<file path="src/rtl/smisc_pkg.sv">
/*
  Constants, register map and types of the serial channel in its two-wire bus mode.
  Assumes a 32-bit AXI4-Lite register bus with byte addresses and registers of at most 9 bits.
*/
package smisc_pkg;
  localparam int ADDR_W = 16;
  localparam logic [15:0] OFF_MODE = 16'hff60;
  localparam logic [15:0] OFF_SLAVE_ADDR = 16'hff64;
  localparam logic [15:0] OFF_SHIFT = 16'hff68;
  localparam logic [15:0] OFF_BUS_CTRL = 16'hff6c;
  localparam logic [15:0] OFF_TIMER_CLK_SEL = 16'hff70;
  localparam logic [7:0] RESET_BYTE = 8'h00;
  localparam logic [7:0] IDLE_SHIFT = 8'hff;
  // Mode register fields
  localparam int MODE_ENABLE = 7;
  localparam int MODE_MATCH = 6;
  localparam int MODE_WAKEUP = 5;
  localparam int MODE_SEL_HI = 4;
  localparam int MODE_SEL_MID = 3;
  localparam int MODE_PIN_SEL = 2;
  localparam int MODE_CLK_HI = 1;
  localparam int MODE_CLK_LO = 0;
  // Bus control register fields
  localparam int BC_STOP_CMD = 0;
  localparam int BC_START_CMD = 1;
  localparam int BC_STOP_SEEN = 2;
  localparam int BC_START_SEEN = 3;
  localparam int BC_ACK_EN = 4;
  localparam int BC_WAIT_EN = 5;
  localparam int BC_ACK_SEEN = 6;
  localparam int BC_BUSY = 7;
  localparam int BC_DIR = 8;
  localparam int TCL_W = 4;
  localparam int TIMER_DIV = 16;
  localparam logic [3:0] LAST_DATA_BIT = 4'h8;
  localparam logic [3:0] ACK_BIT = 4'h9;
  localparam logic [1:0] RESP_OKAY = 2'b00;
  localparam logic [1:0] RESP_SLVERR = 2'b10;
  typedef enum logic [2:0] {
    SMISC_IDLE = 3'b001,
    SMISC_SHIFT = 3'b010,
    SMISC_WAIT = 3'b100
  } smisc_state_e;
endpackage

</file>
<file path="src/rtl/smisc_line_if.sv">
/*
  Bus line levels and events passed from the line monitor to the channel core.
  Assumes both ends sit on the same clock.
*/
`timescale 1ns/100ps
interface smisc_line_if;
  logic scl;
  logic sda;
  logic scl_rise;
  logic scl_fall;
  logic start;
  logic stop;
  modport mon (output scl, sda, scl_rise, scl_fall, start, stop);
  modport core (input scl, sda, scl_rise, scl_fall, start, stop);
endinterface

</file>
<file path="src/rtl/smisc_line_monitor.sv">
/*
  Synchronises the clock and data lines and finds edges, start and stop conditions.
  Assumes raw pin levels from outside the clock domain.
*/
`timescale 1ns/100ps
module smisc_line_monitor (
  input wire logic clk,
  input wire logic rst_b,
  input wire logic scl_pin,
  input wire logic sda_pin,
  smisc_line_if.mon line
);
  logic [1:0] scl_sync;
  logic [1:0] sda_sync;
  logic scl_prev;
  logic sda_prev;

  // Lines idle high, so the synchronisers reset high to avoid false events
  always_ff @(posedge clk or negedge rst_b) begin
    if (!rst_b) begin
      scl_sync <= 2'b11;
      sda_sync <= 2'b11;
      scl_prev <= 1'b1;
      sda_prev <= 1'b1;
    end else begin
      scl_sync <= {scl_sync[0], scl_pin};
      sda_sync <= {sda_sync[0], sda_pin};
      scl_prev <= scl_sync[1];
      sda_prev <= sda_sync[1];
    end
  end

  assign line.scl = scl_sync[1];
  assign line.sda = sda_sync[1];
  assign line.scl_rise = !scl_prev && scl_sync[1];
  assign line.scl_fall = scl_prev && !scl_sync[1];
  assign line.start = scl_prev && scl_sync[1] && sda_prev && !sda_sync[1];
  assign line.stop = scl_prev && scl_sync[1] && !sda_prev && sda_sync[1];
endmodule // smisc_line_monitor

</file>
<file path="src/rtl/smisc_channel.sv">
/*
  Serial channel in two-wire bus mode: register file on AXI4-Lite, shift engine,
  address compare, acknowledge, wait stretching and bus clock generation.
  Assumes external pull-ups resolve the open-drain lines and clock sources are async.
*/
// Local design decision: register access over AXI4-Lite.
`timescale 1ns/100ps
// Operation
// - Data fall with clock high is start
// - Data rise with clock high is stop
// - Seven bits after start are address
// - Only matching slave joins until start/stop
// - Bit after address gives direction
// - Receiver acknowledges each byte, master skips last
// - Master drives start, address, stop, clock
// - Slave holds clock low to wait
// - Wake-up interrupts on match and stop
// - Wake-up off: interrupt every transfer
// - Channel enable stops or runs channel
// - Read-only flag shows address equals shift
// - Mode bits pick wire mode and pin
// - Clock field picks pin, timer, prescaler
// - Mode register resets to zero
// - Timer clock divided by sixteen
// - Start command clears latch, self-clears
module smisc_channel #(
  parameter int DIV = smisc_pkg::TIMER_DIV
) (
  input wire logic clk,
  input wire logic rst_b,
  input wire logic [15:0] s_axi_awaddr,
  input wire logic s_axi_awvalid,
  output logic s_axi_awready,
  input wire logic [31:0] s_axi_wdata,
  input wire logic [3:0] s_axi_wstrb,
  input wire logic s_axi_wvalid,
  output logic s_axi_wready,
  output logic [1:0] s_axi_bresp,
  output logic s_axi_bvalid,
  input wire logic s_axi_bready,
  input wire logic [15:0] s_axi_araddr,
  input wire logic s_axi_arvalid,
  output logic s_axi_arready,
  output logic [31:0] s_axi_rdata,
  output logic [1:0] s_axi_rresp,
  output logic s_axi_rvalid,
  input wire logic s_axi_rready,
  input wire logic scl_in,
  output logic scl_out,
  output logic scl_oe,
  input wire logic first_data_pin_in,
  output logic first_data_pin_out,
  output logic first_data_pin_oe,
  input wire logic second_data_pin_in,
  output logic second_data_pin_out,
  output logic second_data_pin_oe,
  input wire logic timer_two_output,
  input wire logic [15:0] prescaler_taps,
  output logic transfer_irq
);
  logic [7:0] serial_mode_control;
  logic [7:0] slave_address_register;
  logic [7:0] serial_shift_register;
  logic [3:0] timer_clock_select_three;
  logic start_output_command;
  logic stop_output_command;
  logic start_detected_flag;
  logic stop_seen;
  logic ack_enable;
  logic wait_enable;
  logic ack_seen;
  logic direction;
  logic out_latch;
  logic active;
  logic addr_phase;
  logic addr_match;
  logic done;
  logic [3:0] bit_count;
  smisc_pkg::smisc_state_e state;
  logic gen_scl;
  logic [1:0] timer_sync;
  logic timer_prev;
  logic [1:0] tap_sync;
  logic tap_prev;
  logic [3:0] div_count;
  logic tick;
  logic [15:0] aw_addr;
  logic aw_held;
  logic [31:0] w_data;
  logic [3:0] w_strb;
  logic w_held;
  logic wr_fire;
  logic [31:0] rd_word;
  logic rd_ok;
  logic channel_enable;
  logic two_wire;
  logic ext_clk;
  logic shift_write;
  logic match_now;
  logic ack_drive;
  logic data_oe;
  smisc_line_if line ();

  assign channel_enable = serial_mode_control[smisc_pkg::MODE_ENABLE];
  assign two_wire = serial_mode_control[smisc_pkg::MODE_SEL_HI]
                 && serial_mode_control[smisc_pkg::MODE_SEL_MID];
  assign ext_clk = !serial_mode_control[smisc_pkg::MODE_CLK_HI];

  smisc_line_monitor u_mon (
    .clk(clk),
    .rst_b(rst_b),
    .scl_pin(scl_in),
    .sda_pin(serial_mode_control[smisc_pkg::MODE_PIN_SEL] ? first_data_pin_in
             : second_data_pin_in),
    .line(line)
  );

  // Register bus: address and data may arrive in either order
  assign s_axi_awready = !aw_held && !s_axi_bvalid;
  assign s_axi_wready = !w_held && !s_axi_bvalid;
  assign s_axi_arready = !s_axi_rvalid;
  assign wr_fire = aw_held && w_held && !s_axi_bvalid;
  assign shift_write = wr_fire && w_strb[0] && aw_addr == smisc_pkg::OFF_SHIFT
                    && channel_enable;

  always_ff @(posedge clk or negedge rst_b) begin
    if (!rst_b) begin
      aw_held <= 1'b0;
      w_held <= 1'b0;
      aw_addr <= 16'h0000;
      w_data <= 32'h0000_0000;
      w_strb <= 4'h0;
      s_axi_bvalid <= 1'b0;
      s_axi_bresp <= smisc_pkg::RESP_OKAY;
    end else begin
      if (s_axi_awvalid && s_axi_awready) begin
        aw_held <= 1'b1;
        aw_addr <= s_axi_awaddr;
      end
      if (s_axi_wvalid && s_axi_wready) begin
        w_held <= 1'b1;
        w_data <= s_axi_wdata;
        w_strb <= s_axi_wstrb;
      end
      if (wr_fire) begin
        aw_held <= 1'b0;
        w_held <= 1'b0;
        s_axi_bvalid <= 1'b1;
        s_axi_bresp <= (aw_addr == smisc_pkg::OFF_MODE || aw_addr == smisc_pkg::OFF_SLAVE_ADDR
                        || aw_addr == smisc_pkg::OFF_SHIFT || aw_addr == smisc_pkg::OFF_BUS_CTRL
                        || aw_addr == smisc_pkg::OFF_TIMER_CLK_SEL)
                       ? smisc_pkg::RESP_OKAY : smisc_pkg::RESP_SLVERR;
      end else if (s_axi_bready) begin
        s_axi_bvalid <= 1'b0;
      end
    end
  end

  always_comb begin
    rd_ok = 1'b1;
    rd_word = 32'h0000_0000;
    case (s_axi_araddr)
      smisc_pkg::OFF_MODE: begin
        rd_word[7:0] = serial_mode_control;
        rd_word[smisc_pkg::MODE_MATCH] = channel_enable
                                         && slave_address_register == serial_shift_register;
      end
      smisc_pkg::OFF_SLAVE_ADDR: rd_word[7:0] = slave_address_register;
      smisc_pkg::OFF_SHIFT: rd_word[7:0] = serial_shift_register;
      smisc_pkg::OFF_BUS_CTRL: begin
        rd_word[smisc_pkg::BC_STOP_SEEN] = stop_seen;
        rd_word[smisc_pkg::BC_START_SEEN] = start_detected_flag;
        rd_word[smisc_pkg::BC_ACK_EN] = ack_enable;
        rd_word[smisc_pkg::BC_WAIT_EN] = wait_enable;
        rd_word[smisc_pkg::BC_ACK_SEEN] = ack_seen;
        rd_word[smisc_pkg::BC_BUSY] = state != smisc_pkg::SMISC_IDLE;
        rd_word[smisc_pkg::BC_DIR] = direction;
      end
      smisc_pkg::OFF_TIMER_CLK_SEL: rd_word[3:0] = timer_clock_select_three;
      default: rd_ok = 1'b0;
    endcase
  end

  always_ff @(posedge clk or negedge rst_b) begin
    if (!rst_b) begin
      s_axi_rvalid <= 1'b0;
      s_axi_rdata <= 32'h0000_0000;
      s_axi_rresp <= smisc_pkg::RESP_OKAY;
    end else if (s_axi_arvalid && s_axi_arready) begin
      s_axi_rvalid <= 1'b1;
      s_axi_rdata <= rd_word;
      s_axi_rresp <= rd_ok ? smisc_pkg::RESP_OKAY : smisc_pkg::RESP_SLVERR;
    end else if (s_axi_rready) begin
      s_axi_rvalid <= 1'b0;
    end
  end

  // Configuration registers; the match bit is never stored
  always_ff @(posedge clk or negedge rst_b) begin
    if (!rst_b) begin
      serial_mode_control <= smisc_pkg::RESET_BYTE;
      slave_address_register <= smisc_pkg::RESET_BYTE;
      timer_clock_select_three <= 4'h0;
      ack_enable <= 1'b0;
      wait_enable <= 1'b0;
    end else if (wr_fire && w_strb[0]) begin
      if (aw_addr == smisc_pkg::OFF_MODE) begin
        serial_mode_control <= w_data[7:0] & ~(8'h01 << smisc_pkg::MODE_MATCH);
      end
      if (aw_addr == smisc_pkg::OFF_SLAVE_ADDR) begin
        slave_address_register <= w_data[7:0];
      end
      if (aw_addr == smisc_pkg::OFF_TIMER_CLK_SEL) begin
        timer_clock_select_three <= w_data[3:0];
      end
      if (aw_addr == smisc_pkg::OFF_BUS_CTRL) begin
        ack_enable <= w_data[smisc_pkg::BC_ACK_EN];
        wait_enable <= w_data[smisc_pkg::BC_WAIT_EN];
      end
    end
  end

  // Command bits live one cycle, then clear themselves
  always_ff @(posedge clk or negedge rst_b) begin
    if (!rst_b) begin
      start_output_command <= 1'b0;
      stop_output_command <= 1'b0;
    end else begin
      start_output_command <= wr_fire && w_strb[0] && channel_enable
                              && aw_addr == smisc_pkg::OFF_BUS_CTRL
                              && w_data[smisc_pkg::BC_START_CMD];
      stop_output_command <= wr_fire && w_strb[0] && channel_enable
                             && aw_addr == smisc_pkg::OFF_BUS_CTRL
                             && w_data[smisc_pkg::BC_STOP_CMD];
    end
  end

  // Internal bus clock sources: timer output divided, or a selected prescaler tap
  always_ff @(posedge clk or negedge rst_b) begin
    if (!rst_b) begin
      timer_sync <= 2'b00;
      timer_prev <= 1'b0;
      tap_sync <= 2'b00;
      tap_prev <= 1'b0;
      div_count <= 4'h0;
    end else begin
      timer_sync <= {timer_sync[0], timer_two_output};
      timer_prev <= timer_sync[1];
      tap_sync <= {tap_sync[0], prescaler_taps[timer_clock_select_three]};
      tap_prev <= tap_sync[1];
      if (timer_sync[1] && !timer_prev) begin
        div_count <= (div_count == 4'((DIV / 2) - 1)) ? 4'h0 : div_count + 4'h1;
      end
    end
  end

  // One toggle every half period gives a bus clock of the timer rate over DIV, or half the selected prescaler tap rate
  assign tick = serial_mode_control[smisc_pkg::MODE_CLK_LO]
              ? (tap_sync[1] && !tap_prev)
              : (timer_sync[1] && !timer_prev && div_count == 4'((DIV / 2) - 1));

  // Master clock generator; a slave holding the line low delays the next low phase
  always_ff @(posedge clk or negedge rst_b) begin
    if (!rst_b) begin
      gen_scl <= 1'b1;
    end else if (ext_clk || state != smisc_pkg::SMISC_SHIFT) begin
      gen_scl <= 1'b1;
    end else if (tick && !gen_scl) begin
      gen_scl <= 1'b1;
    end else if (tick && line.scl) begin
      gen_scl <= 1'b0;
    end
  end

  assign match_now = serial_shift_register[7:1] == slave_address_register[7:1];
  assign ack_drive = ack_enable && (!addr_phase || match_now);

  // Shift engine: sample on clock rise, change data on clock fall
  always_ff @(posedge clk or negedge rst_b) begin
    if (!rst_b) begin
      state <= smisc_pkg::SMISC_IDLE;
      serial_shift_register <= smisc_pkg::RESET_BYTE;
      bit_count <= 4'h0;
      out_latch <= 1'b1;
      active <= 1'b0;
      addr_phase <= 1'b0;
      addr_match <= 1'b0;
      direction <= 1'b0;
      ack_seen <= 1'b0;
      done <= 1'b0;
    end else if (!channel_enable || !two_wire) begin
      state <= smisc_pkg::SMISC_IDLE;
      bit_count <= 4'h0;
      out_latch <= 1'b1;
      active <= 1'b0;
      addr_phase <= 1'b0;
      ack_seen <= 1'b0;
      done <= 1'b0;
    end else begin
      done <= 1'b0;
      // Address phase clears one cycle after done is set, so wake-up and stop flag logic see it with done
      if (done) begin
        addr_phase <= 1'b0;
      end
      if (start_output_command) begin
        out_latch <= 1'b0;
      end else if (stop_output_command) begin
        out_latch <= 1'b1;
      end
      if (line.start && ext_clk) begin
        state <= smisc_pkg::SMISC_SHIFT;
        serial_shift_register <= smisc_pkg::IDLE_SHIFT;
        bit_count <= 4'h0;
        out_latch <= 1'b1;
        active <= 1'b1;
        addr_phase <= 1'b1;
        addr_match <= 1'b0;
      end else if (line.stop) begin
        state <= smisc_pkg::SMISC_IDLE;
        active <= 1'b0;
        addr_phase <= 1'b0;
        if (ext_clk) begin
          out_latch <= 1'b1;
        end
      end else if (shift_write) begin
        state <= smisc_pkg::SMISC_SHIFT;
        serial_shift_register <= w_data[7:0];
        bit_count <= 4'h0;
        out_latch <= w_data[7];
        ack_seen <= 1'b0;
      end else if (state == smisc_pkg::SMISC_SHIFT) begin
        if (line.scl_rise && bit_count < smisc_pkg::LAST_DATA_BIT) begin
          serial_shift_register <= {serial_shift_register[6:0], line.sda};
          bit_count <= bit_count + 4'h1;
        end else if (line.scl_rise && bit_count == smisc_pkg::LAST_DATA_BIT) begin
          ack_seen <= !line.sda;
          bit_count <= smisc_pkg::ACK_BIT;
        end else if (line.scl_fall && bit_count != 4'h0
                     && bit_count < smisc_pkg::LAST_DATA_BIT) begin
          out_latch <= serial_shift_register[7];
        end else if (line.scl_fall && bit_count == smisc_pkg::LAST_DATA_BIT) begin
          out_latch <= !ack_drive;
          if (addr_phase) begin
            addr_match <= match_now;
            direction <= serial_shift_register[0];
            active <= match_now;
          end
        end else if (line.scl_fall && bit_count == smisc_pkg::ACK_BIT) begin
          out_latch <= 1'b1;
          done <= 1'b1;
          state <= (ext_clk && wait_enable && active) ? smisc_pkg::SMISC_WAIT
                   : smisc_pkg::SMISC_IDLE;
        end
      end
    end
  end

  // Start flag: set on start, cleared on stop or a new transfer; set wins
  always_ff @(posedge clk or negedge rst_b) begin
    if (!rst_b) begin
      start_detected_flag <= 1'b0;
      stop_seen <= 1'b0;
    end else if (!channel_enable) begin
      start_detected_flag <= 1'b0;
      stop_seen <= 1'b0;
    end else begin
      if (line.start) begin
        start_detected_flag <= 1'b1;
      end else if (line.stop || shift_write) begin
        start_detected_flag <= 1'b0;
      end
      if (line.stop) begin
        stop_seen <= 1'b1;
      end else if (shift_write || (done && addr_phase && !addr_match)) begin
        stop_seen <= 1'b0;
      end
    end
  end

  // Interrupt request pulse, qualified by wake-up
  always_ff @(posedge clk or negedge rst_b) begin
    if (!rst_b) begin
      transfer_irq <= 1'b0;
    end else if (!serial_mode_control[smisc_pkg::MODE_WAKEUP]) begin
      transfer_irq <= done;
    end else begin
      transfer_irq <= (done && addr_phase && addr_match && start_detected_flag)
                      || (line.stop && channel_enable && two_wire);
    end
  end

  // Open-drain drive; a slave that lost the compare stays off the bus
  assign data_oe = channel_enable && two_wire && !out_latch && (active || !ext_clk);
  assign first_data_pin_out = 1'b0;
  assign second_data_pin_out = 1'b0;
  assign first_data_pin_oe = data_oe && serial_mode_control[smisc_pkg::MODE_PIN_SEL];
  assign second_data_pin_oe = data_oe && !serial_mode_control[smisc_pkg::MODE_PIN_SEL];
  assign scl_out = 1'b0;
  assign scl_oe = channel_enable && two_wire
                && ((!ext_clk && !gen_scl) || state == smisc_pkg::SMISC_WAIT);
endmodule // smisc_channel

</file>
<file path="config.mk">
export PLATFORM = sky130hd
export DESIGN_NAME = smisc_channel
export DESIGN_NICKNAME = d
export VERILOG_FILES = /design/src/rtl/smisc_pkg.sv /design/src/rtl/smisc_line_if.sv /design/src/rtl/smisc_line_monitor.sv /design/src/rtl/smisc_channel.sv
export SDC_FILE = /design/constraint.sdc
export NUM_CORES = 1
export LEC_CHECK = 0
export BUFFER_PORTS_ARGS = -buffer_cell sky130_fd_sc_hd__buf_2
export CAP_MARGIN = 20
export CORE_MARGIN = 1.5
export CORE_UTILIZATION = 40
export CTS_CLUSTER_DIAMETER = 40
export CTS_CLUSTER_SIZE = 8
export DETAILED_ROUTE_END_ITERATION = 12
export GPL_TIMING_DRIVEN = 0
export HOLD_SLACK_MARGIN = 0.05
export SYNTH_ARGS = -nofsm -noshare
export SYNTH_HDL_FRONTEND = slang
export SYNTH_SLANG_ARGS = --single-unit
</file>
<file path="constraint.sdc">
create_clock -name clk -period 2.4 [get_ports clk]
set_input_delay 0.12 -clock clk [delete_from_list [all_inputs] [get_ports clk]]
set_output_delay 0.12 -clock clk [all_outputs]
set_load 0.1 [all_outputs]
</file>
# ---- Word-level counts from Yosys, hierarchy flattened
# Index checks and enable logic that the tools add are counted.
# W data, S select, Z words.
dict set report word_totals {
  reg_bits 107
  output_inout_bits 48
  wordCells 303
}
dict set report classes {
  addsub 2
  order_cmp 2
  eq_ne 38
  n_mux 99
  n_bitwise 7
  reduce_logical 115
}
# cell n
set ops {}
lappend ops {{$eq A16 B16 Y1 const B} 10}
lappend ops {{$mux W1} 69}
lappend ops {{$logic_and A1 B1 Y1} 51}
lappend ops {{$mux W8} 5}
lappend ops {{$mux W3} 11}
lappend ops {{$mux W4} 8}
lappend ops {{$reduce_bool A4 Y1} 6}
lappend ops {{$ne A5 B5 Y1 const B} 4}
lappend ops {{$logic_not A1 Y1} 19}
lappend ops {{$pmux W4 S4} 1}
lappend ops {{$reduce_bool A3 Y1} 5}
lappend ops {{$reduce_bool A5 Y1} 3}
lappend ops {{$reduce_bool A2 Y1} 7}
lappend ops {{$logic_or A1 B1 Y1} 12}
lappend ops {{$ne A3 B1 Y1 const B} 4}
lappend ops {{$ne A4 B4 Y1 const B} 3}
lappend ops {{$pmux W2 S5} 1}
lappend ops {{$reduce_and A10 Y1} 1}
lappend ops {{$reduce_and A9 Y1} 1}
lappend ops {{$add A4 B1 Y4 const B} 2}
lappend ops {{$eq A4 B4 Y1 const B} 2}
lappend ops {{$eq A8 B8 Y1} 1}
lappend ops {{$ne A2 B2 Y1 const B} 4}
lappend ops {{$pmux W2 S4} 1}
lappend ops {{20 further kinds} 32}

# ---- Longest topological paths before layout
# Gate-level depths: netlist of run 1.
dict set report logic_depth {
  word_depth 14
  mapped_depth 8
  depth_no_buf 8
}

# ---- Modules after synthesis
# From an unflattened synthesis of run 1, not the netlist that was laid out.
dict set report unflattened {
  cells_unflattened 490
  hier_area_um2 5377.7
}
# module n_inst cells_per_inst area_per_inst_um2 seq_area_each_um2
set by_module_without_submodules {}
lappend by_module_without_submodules {smisc_channel 1 480 5187.5 2481.1}
lappend by_module_without_submodules {smisc_line_monitor 1 10 190.2 157.7}

# ---- Worst setup path before layout of run 1
# No wires, ideal clock.
dict set report synth_path {
  kind {register -> output}
  start {register serial_mode_control[7]}
  end {output port first_data_pin_oe}
  arrival_time_ns 3.880
  slack_ns -1.600
  stages_incl_launch_ff 4
  cell_sequence {dfrtp_1 nand3_1 clkbuf_1 nor4b_1}
}
dict set report synth_via {
  elab_chain_cells 4
}
# item line
set synth_rtl {}
lappend synth_rtl {{start: declaration} smisc_channel.sv:61} ;# logic [7:0] serial_mode_control;
lappend synth_rtl {{start signal: assignment} smisc_channel.sv:201} ;# serial_mode_control <= smisc_pkg::RESET_BYTE;
lappend synth_rtl {{start signal: assignment} smisc_channel.sv:208} ;# serial_mode_control <= w_data[7:0] & ~(8'h01 << smisc_pkg::MODE_MATCH);
lappend synth_rtl {{$logic_and A1 B1 Y1 (3 in a row)} smisc_channel.sv:393} ;# assign data_oe = channel_enable && two_wire && !out_latch && (active || !ext_clk);
lappend synth_rtl {{$logic_and A1 B1 Y1} smisc_channel.sv:396} ;# assign first_data_pin_oe = data_oe && serial_mode_control[smisc_pkg::MODE_PIN_SEL];
lappend synth_rtl {{end: declaration} smisc_channel.sv:53} ;# output logic first_data_pin_oe,
# Every way passes these cells.

# ---- Worst setup path in the final report of run 1
dict set report layout_path {
  start {register s_axi_bvalid}
  end {register bit_count[0]}
}
dict set report layout_via {
  elab_chain_cells 9
}
# item line
set layout_rtl {}
lappend layout_rtl {{start: declaration} smisc_channel.sv:39} ;# output logic s_axi_bvalid,
lappend layout_rtl {{start signal: assignment} smisc_channel.sv:133} ;# s_axi_bvalid <= 1'b0;
lappend layout_rtl {{start signal: assignment} smisc_channel.sv:148} ;# s_axi_bvalid <= 1'b1;
lappend layout_rtl {{start signal: assignment} smisc_channel.sv:154} ;# s_axi_bvalid <= 1'b0;
lappend layout_rtl {{$logic_not A1 Y1 (*)} smisc_channel.sv:122} ;# assign wr_fire = aw_held && w_held && !s_axi_bvalid;
lappend layout_rtl {{$logic_and A1 B1 Y1 (*)} smisc_channel.sv:122}
lappend layout_rtl {{$logic_and A1 B1 Y1 (*) (2 in a row)} smisc_channel.sv:123} ;# assign shift_write = wr_fire && w_strb[0] && aw_addr == smisc_pkg::OFF_SHIFT
lappend layout_rtl {{$logic_and A1 B1 Y1 (*)} smisc_channel.sv:124} ;# && channel_enable;
lappend layout_rtl {{$mux W4} smisc_channel.sv:325} ;# end else if (shift_write) begin
lappend layout_rtl {{$mux W4} smisc_channel.sv:318} ;# end else if (line.stop) begin
lappend layout_rtl {{$mux W4} smisc_channel.sv:310} ;# if (line.start && ext_clk) begin
lappend layout_rtl {{$mux W4} smisc_channel.sv:291} ;# end else if (!channel_enable || !two_wire) begin
lappend layout_rtl {{end signal: assignment} smisc_channel.sv:334} ;# bit_count <= bit_count + 4'h1;
lappend layout_rtl {{end signal: assignment} smisc_channel.sv:337} ;# bit_count <= smisc_pkg::ACK_BIT;
lappend layout_rtl {{end: declaration} smisc_channel.sv:78} ;# logic [3:0] bit_count;
# Every way passes the cells marked *; elsewhere a longest branch is shown, timed or not. The select of a mux whose other input is x is not followed.
# A chain may end at the register's enable or synchronous reset.

==> results of run 1 <==
[repair_timing]
item,in CTS,in global routing
resized for setup,10,10
buffers inserted,3,3
endpoints found under the hold margin,65,0
pin swaps,2,2
setup endpoints to repair,27,35
hold buffers,34,0
[kinds of logic (layout without fill, tap and decap cells)]
family | count (synthesis) | in the layout | share of synthesized area (%)
xor gates and xnor gates | 9 | 9 | 1.51
muxes | 62 | 62 | 15.4
buffers and inverters | 51 | 194 | 5.67
DFF | 105 | 105 | 50.4
other | 1 | 28 | 0.0717
and+or+nand+nor | 172 | 172 | 16.6
adders and majority gates | 5 | 5 | 1.15
AOI/OAI and AO/OA | 74 | 74 | 9.16
[final cells by class]
type	instances	area (µm²)	share of cell area [%]
Clock buffer	10	229	3.34
Inverter	8	30.0	0.439
Tap cell	172	215	3.14
Multi-Input combinational cell	350	2520	36.8
Timing Repair Buffer	128	856	12.5
Sequential cell	105	2640	38.6
Buffer	42	263	3.84
Clock inverter	6	90.1	1.32
[sequential cells by signal, indices dropped and copies added, names as in the netlist, 7 cells and up]
register,flops
aw_addr,16
s_axi_rdata,9
serial_mode_control,7
serial_shift_register,8
slave_address_register,8
w_data,8
[worst register-to-register path, cell delays in order, from the launching register on]
cell and delay (ns):
dfrtp_4 0.49, nand4b_1 0.25, or4_4 0.49, or4_4 0.47, a21oi_4 0.24, mux2i_1 0.21
nor2_1 0.05
[cells in the final DEF (no fill, tap or decap), types with 10 or more instances in the layout]
| master | netlist | final |
|---|---|---|
| nand3_1 | 14 | 14 |
| mux4_2 | 10 | 10 |
| buf_2 | 0 | 83 |
| o21ai_0 | 23 | 22 |
| clkbuf_1 | 13 | 14 |
| dfrtp_1 | 96 | 95 |
| conb_1 | 1 | 28 |
| dlygate4sd3_1 | 0 | 34 |
| nand2_1 | 53 | 52 |
| a21oi_1 | 12 | 11 |
| mux2_2 | 48 | 48 |
| nand4_1 | 10 | 10 |
| buf_4 | 28 | 35 |
| nor2_1 | 41 | 38 |
[metrics by stage]
stage / hold WS [ns] / TNS (ns) / util, % / power [mW]
2_1_floorplan: -0.176 / 0 / - / 3.29
3_3_place_gp: 0.227 / -5.30 / 47.5 / 3.56
3_5_place_dp: 0.152 / -6.30 / 47.7 / 3.62
4_1_cts: 0.113 / -0.0262 / 53.5 / 5.29
5_1_grt: 0.151 / -0.0256 / 54.0 / 5.57
6_report: 0.111 / 0 / 54.0 / 5.30
[power breakdown]
part	internal, mW	switching [mW]
combinational	0.516	0.819
clock	0.918	0.664
sequential	2.07	0.317
total	3.50	1.80
[final timing paths]
kind,startpoint,to,slack (ns),depth (start not counted)
min in group asynchronous,rst_b,aw_addr[13],0.31,2
worst max register to register,s_axi_bvalid,bit_count[0],0.05,6
worst max-delay path,s_axi_bvalid,bit_count[0],0.05,6
worst min register to register,timer_sync[0],timer_sync[1],0.35,0
max in group asynchronous,rst_b,div_count[2],1.39,3
worst min-delay path,s_axi_araddr[7],s_axi_rdata[1],0.11,4
[per-layer routing]
metal / track usage (%) / routed length, µm / vias to the layer above
li1: - / - / 2002
met1: 25.5 / 5790 / 1987
met2: 33.1 / 6180 / 130
met3: 4.62 / 668 / 15
met4: 4.94 / 210 / 0
met5: 0 / 0 / -
==> reports/metrics.cfg, run 1 <==
[outcome]
status = completed

[critical_path]
cp_slowest_cell = dfrtp_4
endpoint_kind = flip-flop
cp_top_family = simple AND/OR/NAND/NOR gates
cp.arrival_ns = 2.56
cp_common_cell = or4_4
crit_buf_inv = 0
cp_slowest_stage_delay_ns = 0.49
crit_path_max_fanout = 5
cp.required_ns = 2.61
crit_chain = nand4b_1 -> or4_4 -> or4_4 -> a21oi_4 -> mux2i_1 -> nor2_1
cp-start-kind = flip-flop
critPathKind = flip-flop to flip-flop

[power]
p_leak_nw = 3.08
power_density_nw_per_um2 = 774
peakVddDrop_uv = 746

[sta]
final-max-slew-violation-count = 0
fmax_mhz = 426
tightest_slew_ns = 0.847
setup_ws_ns = 0.0504
finalCritPeriodShare_pct = 97.9
max_slew_margin_pct = 42.8
clock_skew_ns = 0.00514
hold_viol = 0
setup_violations = 0
rsz0062_at_grt = true
min_period_ns = 2.35

[cts]
cts_tree = yes
clock_latency_ns = 0.35
htree_levels = 3
root_buffer = clkbuf_16
cts_buffers = 9
clock_path_buffers = 2
cts.clk_slew.worst_paths_ns = 0.07
clock_sinks = 105

[routing]
routed_via_density = 5.04
vias = 4134
drc = 0
drt_iter0_markers = 151
final_antenna_net_count = 0
drtPass1Iterations = 4
routed_wl_um = 12800
wl_per_cell_um = 15.6

[yosys]
yosysTopAreaCellShare_pct = 45.9
yosysWarnings = 0
postSynthAreaPerCell_um2 = 10.9
syn-instance-count = 479
synthArstFlopShare_pct = 100
synth_most_common_cell = dfrtp_1
synthTopCellsByArea = dfrtp_1 (46%), mux2_2 (10%), dfstp_2 (4.5%)
synth-seq-cells = 105
ys_seq_area_share_pct = 50.4
synthDistinctLibCells = 51
yosysTopAreaCell = dfrtp_1
syn_area_um2 = 5230
synth_common_cells = dfrtp_1 (96), nand2_1 (53), mux2_2 (48)
synthFlopType = dfrtp_1
synth_edf_count = 0

[floorplanning]
io_pins = 143
die_h_um = 117
start_util_pct = 41.3
dieArea_um2 = 13800
core_um2 = 12700
die_w_um = 117
floorplan.rows = 41

[grt]
grt_max_degree = 64
grt-ovfl-total = 0
antenna_found_initial = 0
grt_usage_pct = 19.6
grt_pass1_wl_um = 21500
grt_pass1_vias = 4211

[place]
gp_congestion = 0.879
place_area_um2 = 6050
pre_cts_slack_ns = -0.440
portBuffers = 86
dpl.hpwl_um = 9400
dp.cells = 765

[cells_and_area]
synthToLayoutAreaGrowth_pct = 30.9
final_area_um2 = 6850
stdcell_count = 821
nets = 743
n_fill_cell = 1125
drive_gt1_share_pct = 34.5
num_antenna_cells = 0

[job]
cap_violations = 0

[hold_path]
timing.hold.worst.class = input port to flip-flop

No activity file was read; power rests on OpenSTA's default activity.
==> run 2, diff against run 1 <==
PLACE_DENSITY = 0.66   (was not set)
clock period = 2.7 ns   (was 2.4 ns; I/O delays follow)
==> run 2 against run 1 <==
  * Routed wire length down 2.2%
  * Sequential share of layout area up 0.93 points
  * Critical endpoint unchanged
  * Largest power group unchanged
  * Via count up 1.0%
  * Largest cell class unchanged
  * Global-route usage down 0.82 points
  * Worst setup slack better by 0.19 ns
  * Total power down 15%
==> reports/metrics.cfg, run 2 (same netlist as run 1, synthesis figures left out) <==
[hold_path]
hp-start = s_axi_araddr[7]
timing.hold.worst.class = input port to flip-flop
hold_depth = 4  ; unchanged

[critical_path]
cp-start-kind = flip-flop
cp.arrival_ns = 2.68  ; +0.12 ns
cp_slowest_stage_delay_ns = 0.82  ; +0.33 ns
cp_slowest_cell = nor4b_2
endpoint_kind = flip-flop
reg2reg_depth = 6  ; unchanged
crit_path_max_fanout = 10  ; +5
critPathKind = flip-flop to flip-flop
cp.required_ns = 2.92  ; +0.31 ns
crit_start = u_mon.scl_sync[1]
crit_chain = nand2_1 -> nor4b_2 -> a21oi_1 -> a21oi_4 -> mux2i_1 -> nor2_1
rr_startpoint = u_mon.scl_sync[1]

[floorplanning]
dieArea_um2 = 13800  ; unchanged
start_util_pct = 41.3  ; unchanged
die_w_um = 117  ; unchanged
io_pins = 143  ; unchanged
core_um2 = 12700  ; unchanged
die_h_um = 117  ; unchanged
floorplan.rows = 41  ; unchanged

[sta]
setup_violations = 0  ; unchanged
finalCritPeriodShare_pct = 91.1  ; -6.8 points
min_period_ns = 2.46  ; +0.109 ns
max_slew_margin_pct = 32.5  ; -10 points
final.setup.tns_ns = 0  ; unchanged
rsz0062_at_grt = false
hold_viol = 0  ; unchanged
fmax_mhz = 407  ; -4.5%
final-max-slew-violation-count = 0  ; unchanged
clock_skew_ns = 0.0104  ; +0.00527 ns
tightest_slew_ns = 1.01  ; +0.163 ns

[place]
dpl.hpwl_um = 9180  ; -2.4%
portBuffers = 86  ; unchanged
gp_congestion = 0.857  ; -2.5%
dp.cells = 765  ; unchanged

[grt]
use_met3_pct = 4.52  ; -0.097 points
use_met2_pct = 31.4  ; -1.7 points
grt-ovfl-total = 0  ; unchanged
met1_usage_pct = 24.4  ; -1.0 points
gr-max-usage-layer = met2
grt_pass1_wl_um = 20800  ; -3.3%
grt_max_degree = 70  ; +9.4%
antenna_found_initial = 0  ; unchanged
grt_usage_pct = 18.8  ; -0.82 points
grt_pass1_vias = 4121  ; -2.1%

[power]
finalPower_mw = 4.51  ; -15%
p_leak_nw = 2.99  ; -2.9%
peakVddDrop_uv = 755  ; +1.2%
power_density_nw_per_um2 = 675  ; -13%

[routing]
wl_per_cell_um = 15.4  ; -1.5%
vias = 4177  ; +1.0%
final_antenna_net_count = 0  ; unchanged
routed_via_density = 5.13  ; +1.8%
drtPass1Iterations = 5  ; +1
drt_iter0_markers = 208  ; +38%
drc = 0  ; unchanged
routed_wl_um = 12600  ; -2.2%

[outcome]
status = completed

[cells_and_area]
drive_gt1_share_pct = 32.3  ; -2.2 points
synthToLayoutAreaGrowth_pct = 27.7
most-common-layout-cells = dfrtp_1 (95), buf_2 (85), nand2_1 (53), mux2_2 (48), nor2_1 (40)
final_common_cell = dfrtp_1
largest_reg_flops = 16  ; unchanged
final_core_util_pct = 52.7  ; -1.3 points
largestRegisters = aw_addr: 16 flops, s_axi_rdata: 9 flops
num_antenna_cells = 0  ; unchanged
regMostFlops = aw_addr
stdcell_count = 815  ; -0.73%
n_fill_cell = 1122  ; -0.27%
nets = 737  ; -0.81%

[cts]
clock_sinks = 105  ; unchanged
cts.clk_slew.worst_paths_ns = 0.07  ; about the same
cts_buffers = 9  ; unchanged
cts_tree = yes
htree_levels = 3  ; unchanged
root_buffer = clkbuf_16
clock_latency_ns = 0.35  ; about the same
clock_path_buffers = 2  ; unchanged

[job]
cap_violations = 0  ; unchanged

## run 2: worst max-delay path, delay by kind of cell, from the launching register on
family	cells	cell delay (ns)
and+or+nand+nor	3	0.99
AOI/OAI and AO/OA	2	0.49
DFF	1	0.63
muxes	1	0.21
## run 2: power by group
part           internal (mW)  switching [mW]
Combinational          0.415           0.685
Sequential              1.84           0.276
Clock                  0.722           0.576
## run 2: metal layers
layer | wire length, µm | vias up
li1 | - | 1991
met1 | 5540 | 2030
met2 | 6170 | 142
met3 | 677 | 14
met4 | 176 | 0
met5 | 0 | -
## run 2: cell type report
type / instances / area (µm²) / share of cell area [%]
inverter: 8 / 30.0 / 0.450
clock inverter: 4 / 51.3 / 0.768
buffer: 43 / 267 / 3.99
clock buffer: 12 / 236 / 3.54
multi-input combinational: 350 / 2440 / 36.5
tap: 172 / 215 / 3.22
sequential: 105 / 2640 / 39.5
timing repair buffer: 121 / 801 / 12.0
## run 2: final timing paths
check / end / slack [ns]
max: bit_count[0] / 0.24
min: s_axi_rdata[1] / 0.13
max reg2reg: bit_count[0] / 0.24
min reg2reg: u_mon.sda_sync[1] / 0.34
max in group asynchronous: u_mon.sda_prev / 1.67
min in group asynchronous: s_axi_rvalid / 0.30
## run 2: what timing repair did
action	in CTS	in global routing
pin swaps	0	0
gates resized for setup	1	3
setup buffers	0	0
hold endpoints to repair	60	0
hold buffers	34	0
setup endpoints to repair	2	13
## run 2: stage by stage
stage | setup WS (ns) | hold slack [ns] | instance area (µm²)
floorplan | 0.0667 | -0.161 | 5350
global placement | 0.0739 | 0.245 | 6000
detailed placement | 0.0120 | 0.138 | 6030
CTS | 0.0387 | 0.132 | 6660
global route | 0.0831 | 0.160 | 6680
finish | 0.241 | 0.134 | 6680
==> run 3, diff against run 2 <==
CORE_UTILIZATION = 49   (was 40)
CTS_CLUSTER_DIAMETER = not set   (was 40)
PLACE_DENSITY = 0.77   (was 0.66)
==> run 3 against run 2 <==
  * Sequential share of layout area increased by 0.80 points
  * Via count increased by 0.55%
  * Critical path depth unchanged
  * Critical endpoint unchanged
==> reports/metrics.cfg, run 3 (same netlist as run 1, synthesis figures left out) <==
[routing]
drtPass1Iterations = 6  ; +1
vias = 4200  ; +0.55%
final_antenna_net_count = 0  ; unchanged
drc = 0  ; unchanged
wl_per_cell_um = 15.7  ; +1.6%
drt_iter0_markers = 264  ; +27%
routed_wl_um = 12200  ; -2.7%
routed_via_density = 5.38  ; +5.1%

[cts]
cts_buffers = 9  ; unchanged
clock_latency_ns = 0.39  ; +0.04 ns
clock_path_buffers = 2  ; unchanged
root_buffer = clkbuf_8
htree_levels = 3  ; unchanged
clock_sinks = 105  ; unchanged
cts_setup_buffers = 0  ; unchanged
cts.clk_slew.worst_paths_ns = 0.11  ; +0.04 ns
cts_tree = yes

[place]
place_area_um2 = 5980  ; -0.75%
gp_congestion = 0.919  ; +7.2%
dp.cells = 729  ; -4.7%
portBuffers = 86  ; unchanged
dpl.hpwl_um = 8830  ; -3.8%

[cells_and_area]
regMostFlops = aw_addr
stdcell_count = 780  ; -4.3%
nets = 738  ; +0.14%
num_antenna_cells = 0  ; unchanged
most-common-layout-cells = dfrtp_1 (95), buf_2 (85), nand2_1 (53), mux2_2 (48), nor2_1 (40)
final_area_um2 = 6550  ; -2.0%
final_common_cell = dfrtp_1
drive_gt1_share_pct = 32.9  ; +0.57 points
largestRegisters = aw_addr: 16 flops, s_axi_rdata: 9 flops
final_core_util_pct = 63.4  ; +11 points
largest_reg_flops = 16  ; unchanged
n_fill_cell = 814  ; -27%
synthToLayoutAreaGrowth_pct = 25.2

[sta]
finalCritPeriodShare_pct = 91.6  ; +0.51 points
tightest_slew_ns = 0.963  ; -0.0476 ns
setup_violations = 0  ; unchanged
rsz0062_at_grt = false
clock_skew_ns = 0.0133  ; +0.00287 ns
max_slew_margin_pct = 35.7  ; +3.2 points
hold_viol = 0  ; unchanged
final.setup.tns_ns = 0  ; unchanged
fmax_mhz = 404  ; -0.56%
min_period_ns = 2.47  ; +0.0138 ns
final-max-slew-violation-count = 0  ; unchanged

[hold_path]
timing.hold.worst.class = input port to flip-flop

[critical_path]
endpoint_kind = flip-flop
crit_path_max_fanout = 6  ; -4
cp-start-kind = flip-flop
cp.required_ns = 2.96  ; +0.04 ns
rrSetupSlack_ns = 0.23  ; about the same
critPathKind = flip-flop to flip-flop
cp.arrival_ns = 2.73  ; +0.05 ns

[floorplanning]
die_h_um = 106  ; -9.4%
die_w_um = 106  ; -9.4%
start_util_pct = 50.7  ; +9.4 points
floorplan.rows = 37  ; -9.8%
core_um2 = 10300  ; -19%
dieArea_um2 = 11300  ; -18%
io_pins = 143  ; unchanged

[grt]
grt_usage_pct = 22.8  ; +4.0 points
grt-ovfl-total = 0  ; unchanged
antenna_found_initial = 0  ; unchanged
grt_max_degree = 56  ; -20%
grt_pass1_wl_um = 20000  ; -3.8%
grt_pass1_vias = 4111  ; -0.24%

[power]
power_density_nw_per_um2 = 638  ; -5.5%
p_leak_nw = 2.96  ; -1.1%
finalPower_mw = 4.18  ; -7.4%
peakVddDrop_uv = 820  ; +8.6%

[job]
cap_violations = 0  ; unchanged

[outcome]
status = completed

-- run 3: power by group --
group | switching, mW | internal (mW)
clock network | 0.597 | 0.363
logic | 0.686 | 0.420
registers | 0.280 | 1.83
-- run 3: layout make-up --
cell class	count	area, µm²	share of cell area, %
Sequential cell	105	2640	40.3
Multi-Input combinational cell	350	2440	37.3
Timing Repair Buffer	122	808	12.3
Buffer	43	267	4.07
Tap cell	136	170	2.60
Clock buffer	9	124	1.89
Clock inverter	7	68.8	1.05
Inverter	8	30.0	0.459
-- run 3: per-stage QoR --
stage	hold slack (ns)	worst slack [ns]
finish	0.0914	0.227
global route	0.133	0.0258
CTS	0.0856	0.124
detailed placement	0.208	0.00701
global placement	0.245	0.120
floorplan	-0.161	0.0667
-- run 3: path summary, 6_finish.rpt --
check | cells after the start | from | endpoint
min | 4 | s_axi_araddr[7] | s_axi_rdata[1]
min reg2reg | 0 | timer_sync[0] | timer_sync[1]
max reg2reg | 6 | s_axi_bvalid | bit_count[0]
min in group asynchronous | 2 | rst_b | s_axi_rdata[8]
max | 6 | s_axi_bvalid | bit_count[0]
max in group asynchronous | 3 | rst_b | s_axi_bvalid
-- run 3: critical path, stage by stage, from the launching register on --
cell and delay (ns):
dfrtp_2 0.47, nand4b_1 0.28, or4_4 0.55, or4_4 0.57, a21oi_4 0.22, mux2i_1 0.20
nor2_1 0.05
-- run 3: per-layer routing --
layer / track usage [%] / routed length, µm / up-vias / part of all wire [%]
met5: 0 / 0 / - / 0
met4: 7.14 / 174 / 0 / 1.4
met3: 4.54 / 735 / 16 / 6.0
met2: 39.1 / 6080 / 141 / 50
met1: 29.0 / 5230 / 2055 / 43
li1: - / - / 1988 / -
-- run 3: what timing repair did --
item | in CTS | in global routing
hold buffers | 34 | 0
pin swaps | 0 | 0
gates resized for setup | 1 | 3
hold endpoints to repair | 73 | 0
endpoints found under the setup margin | 1 | 17
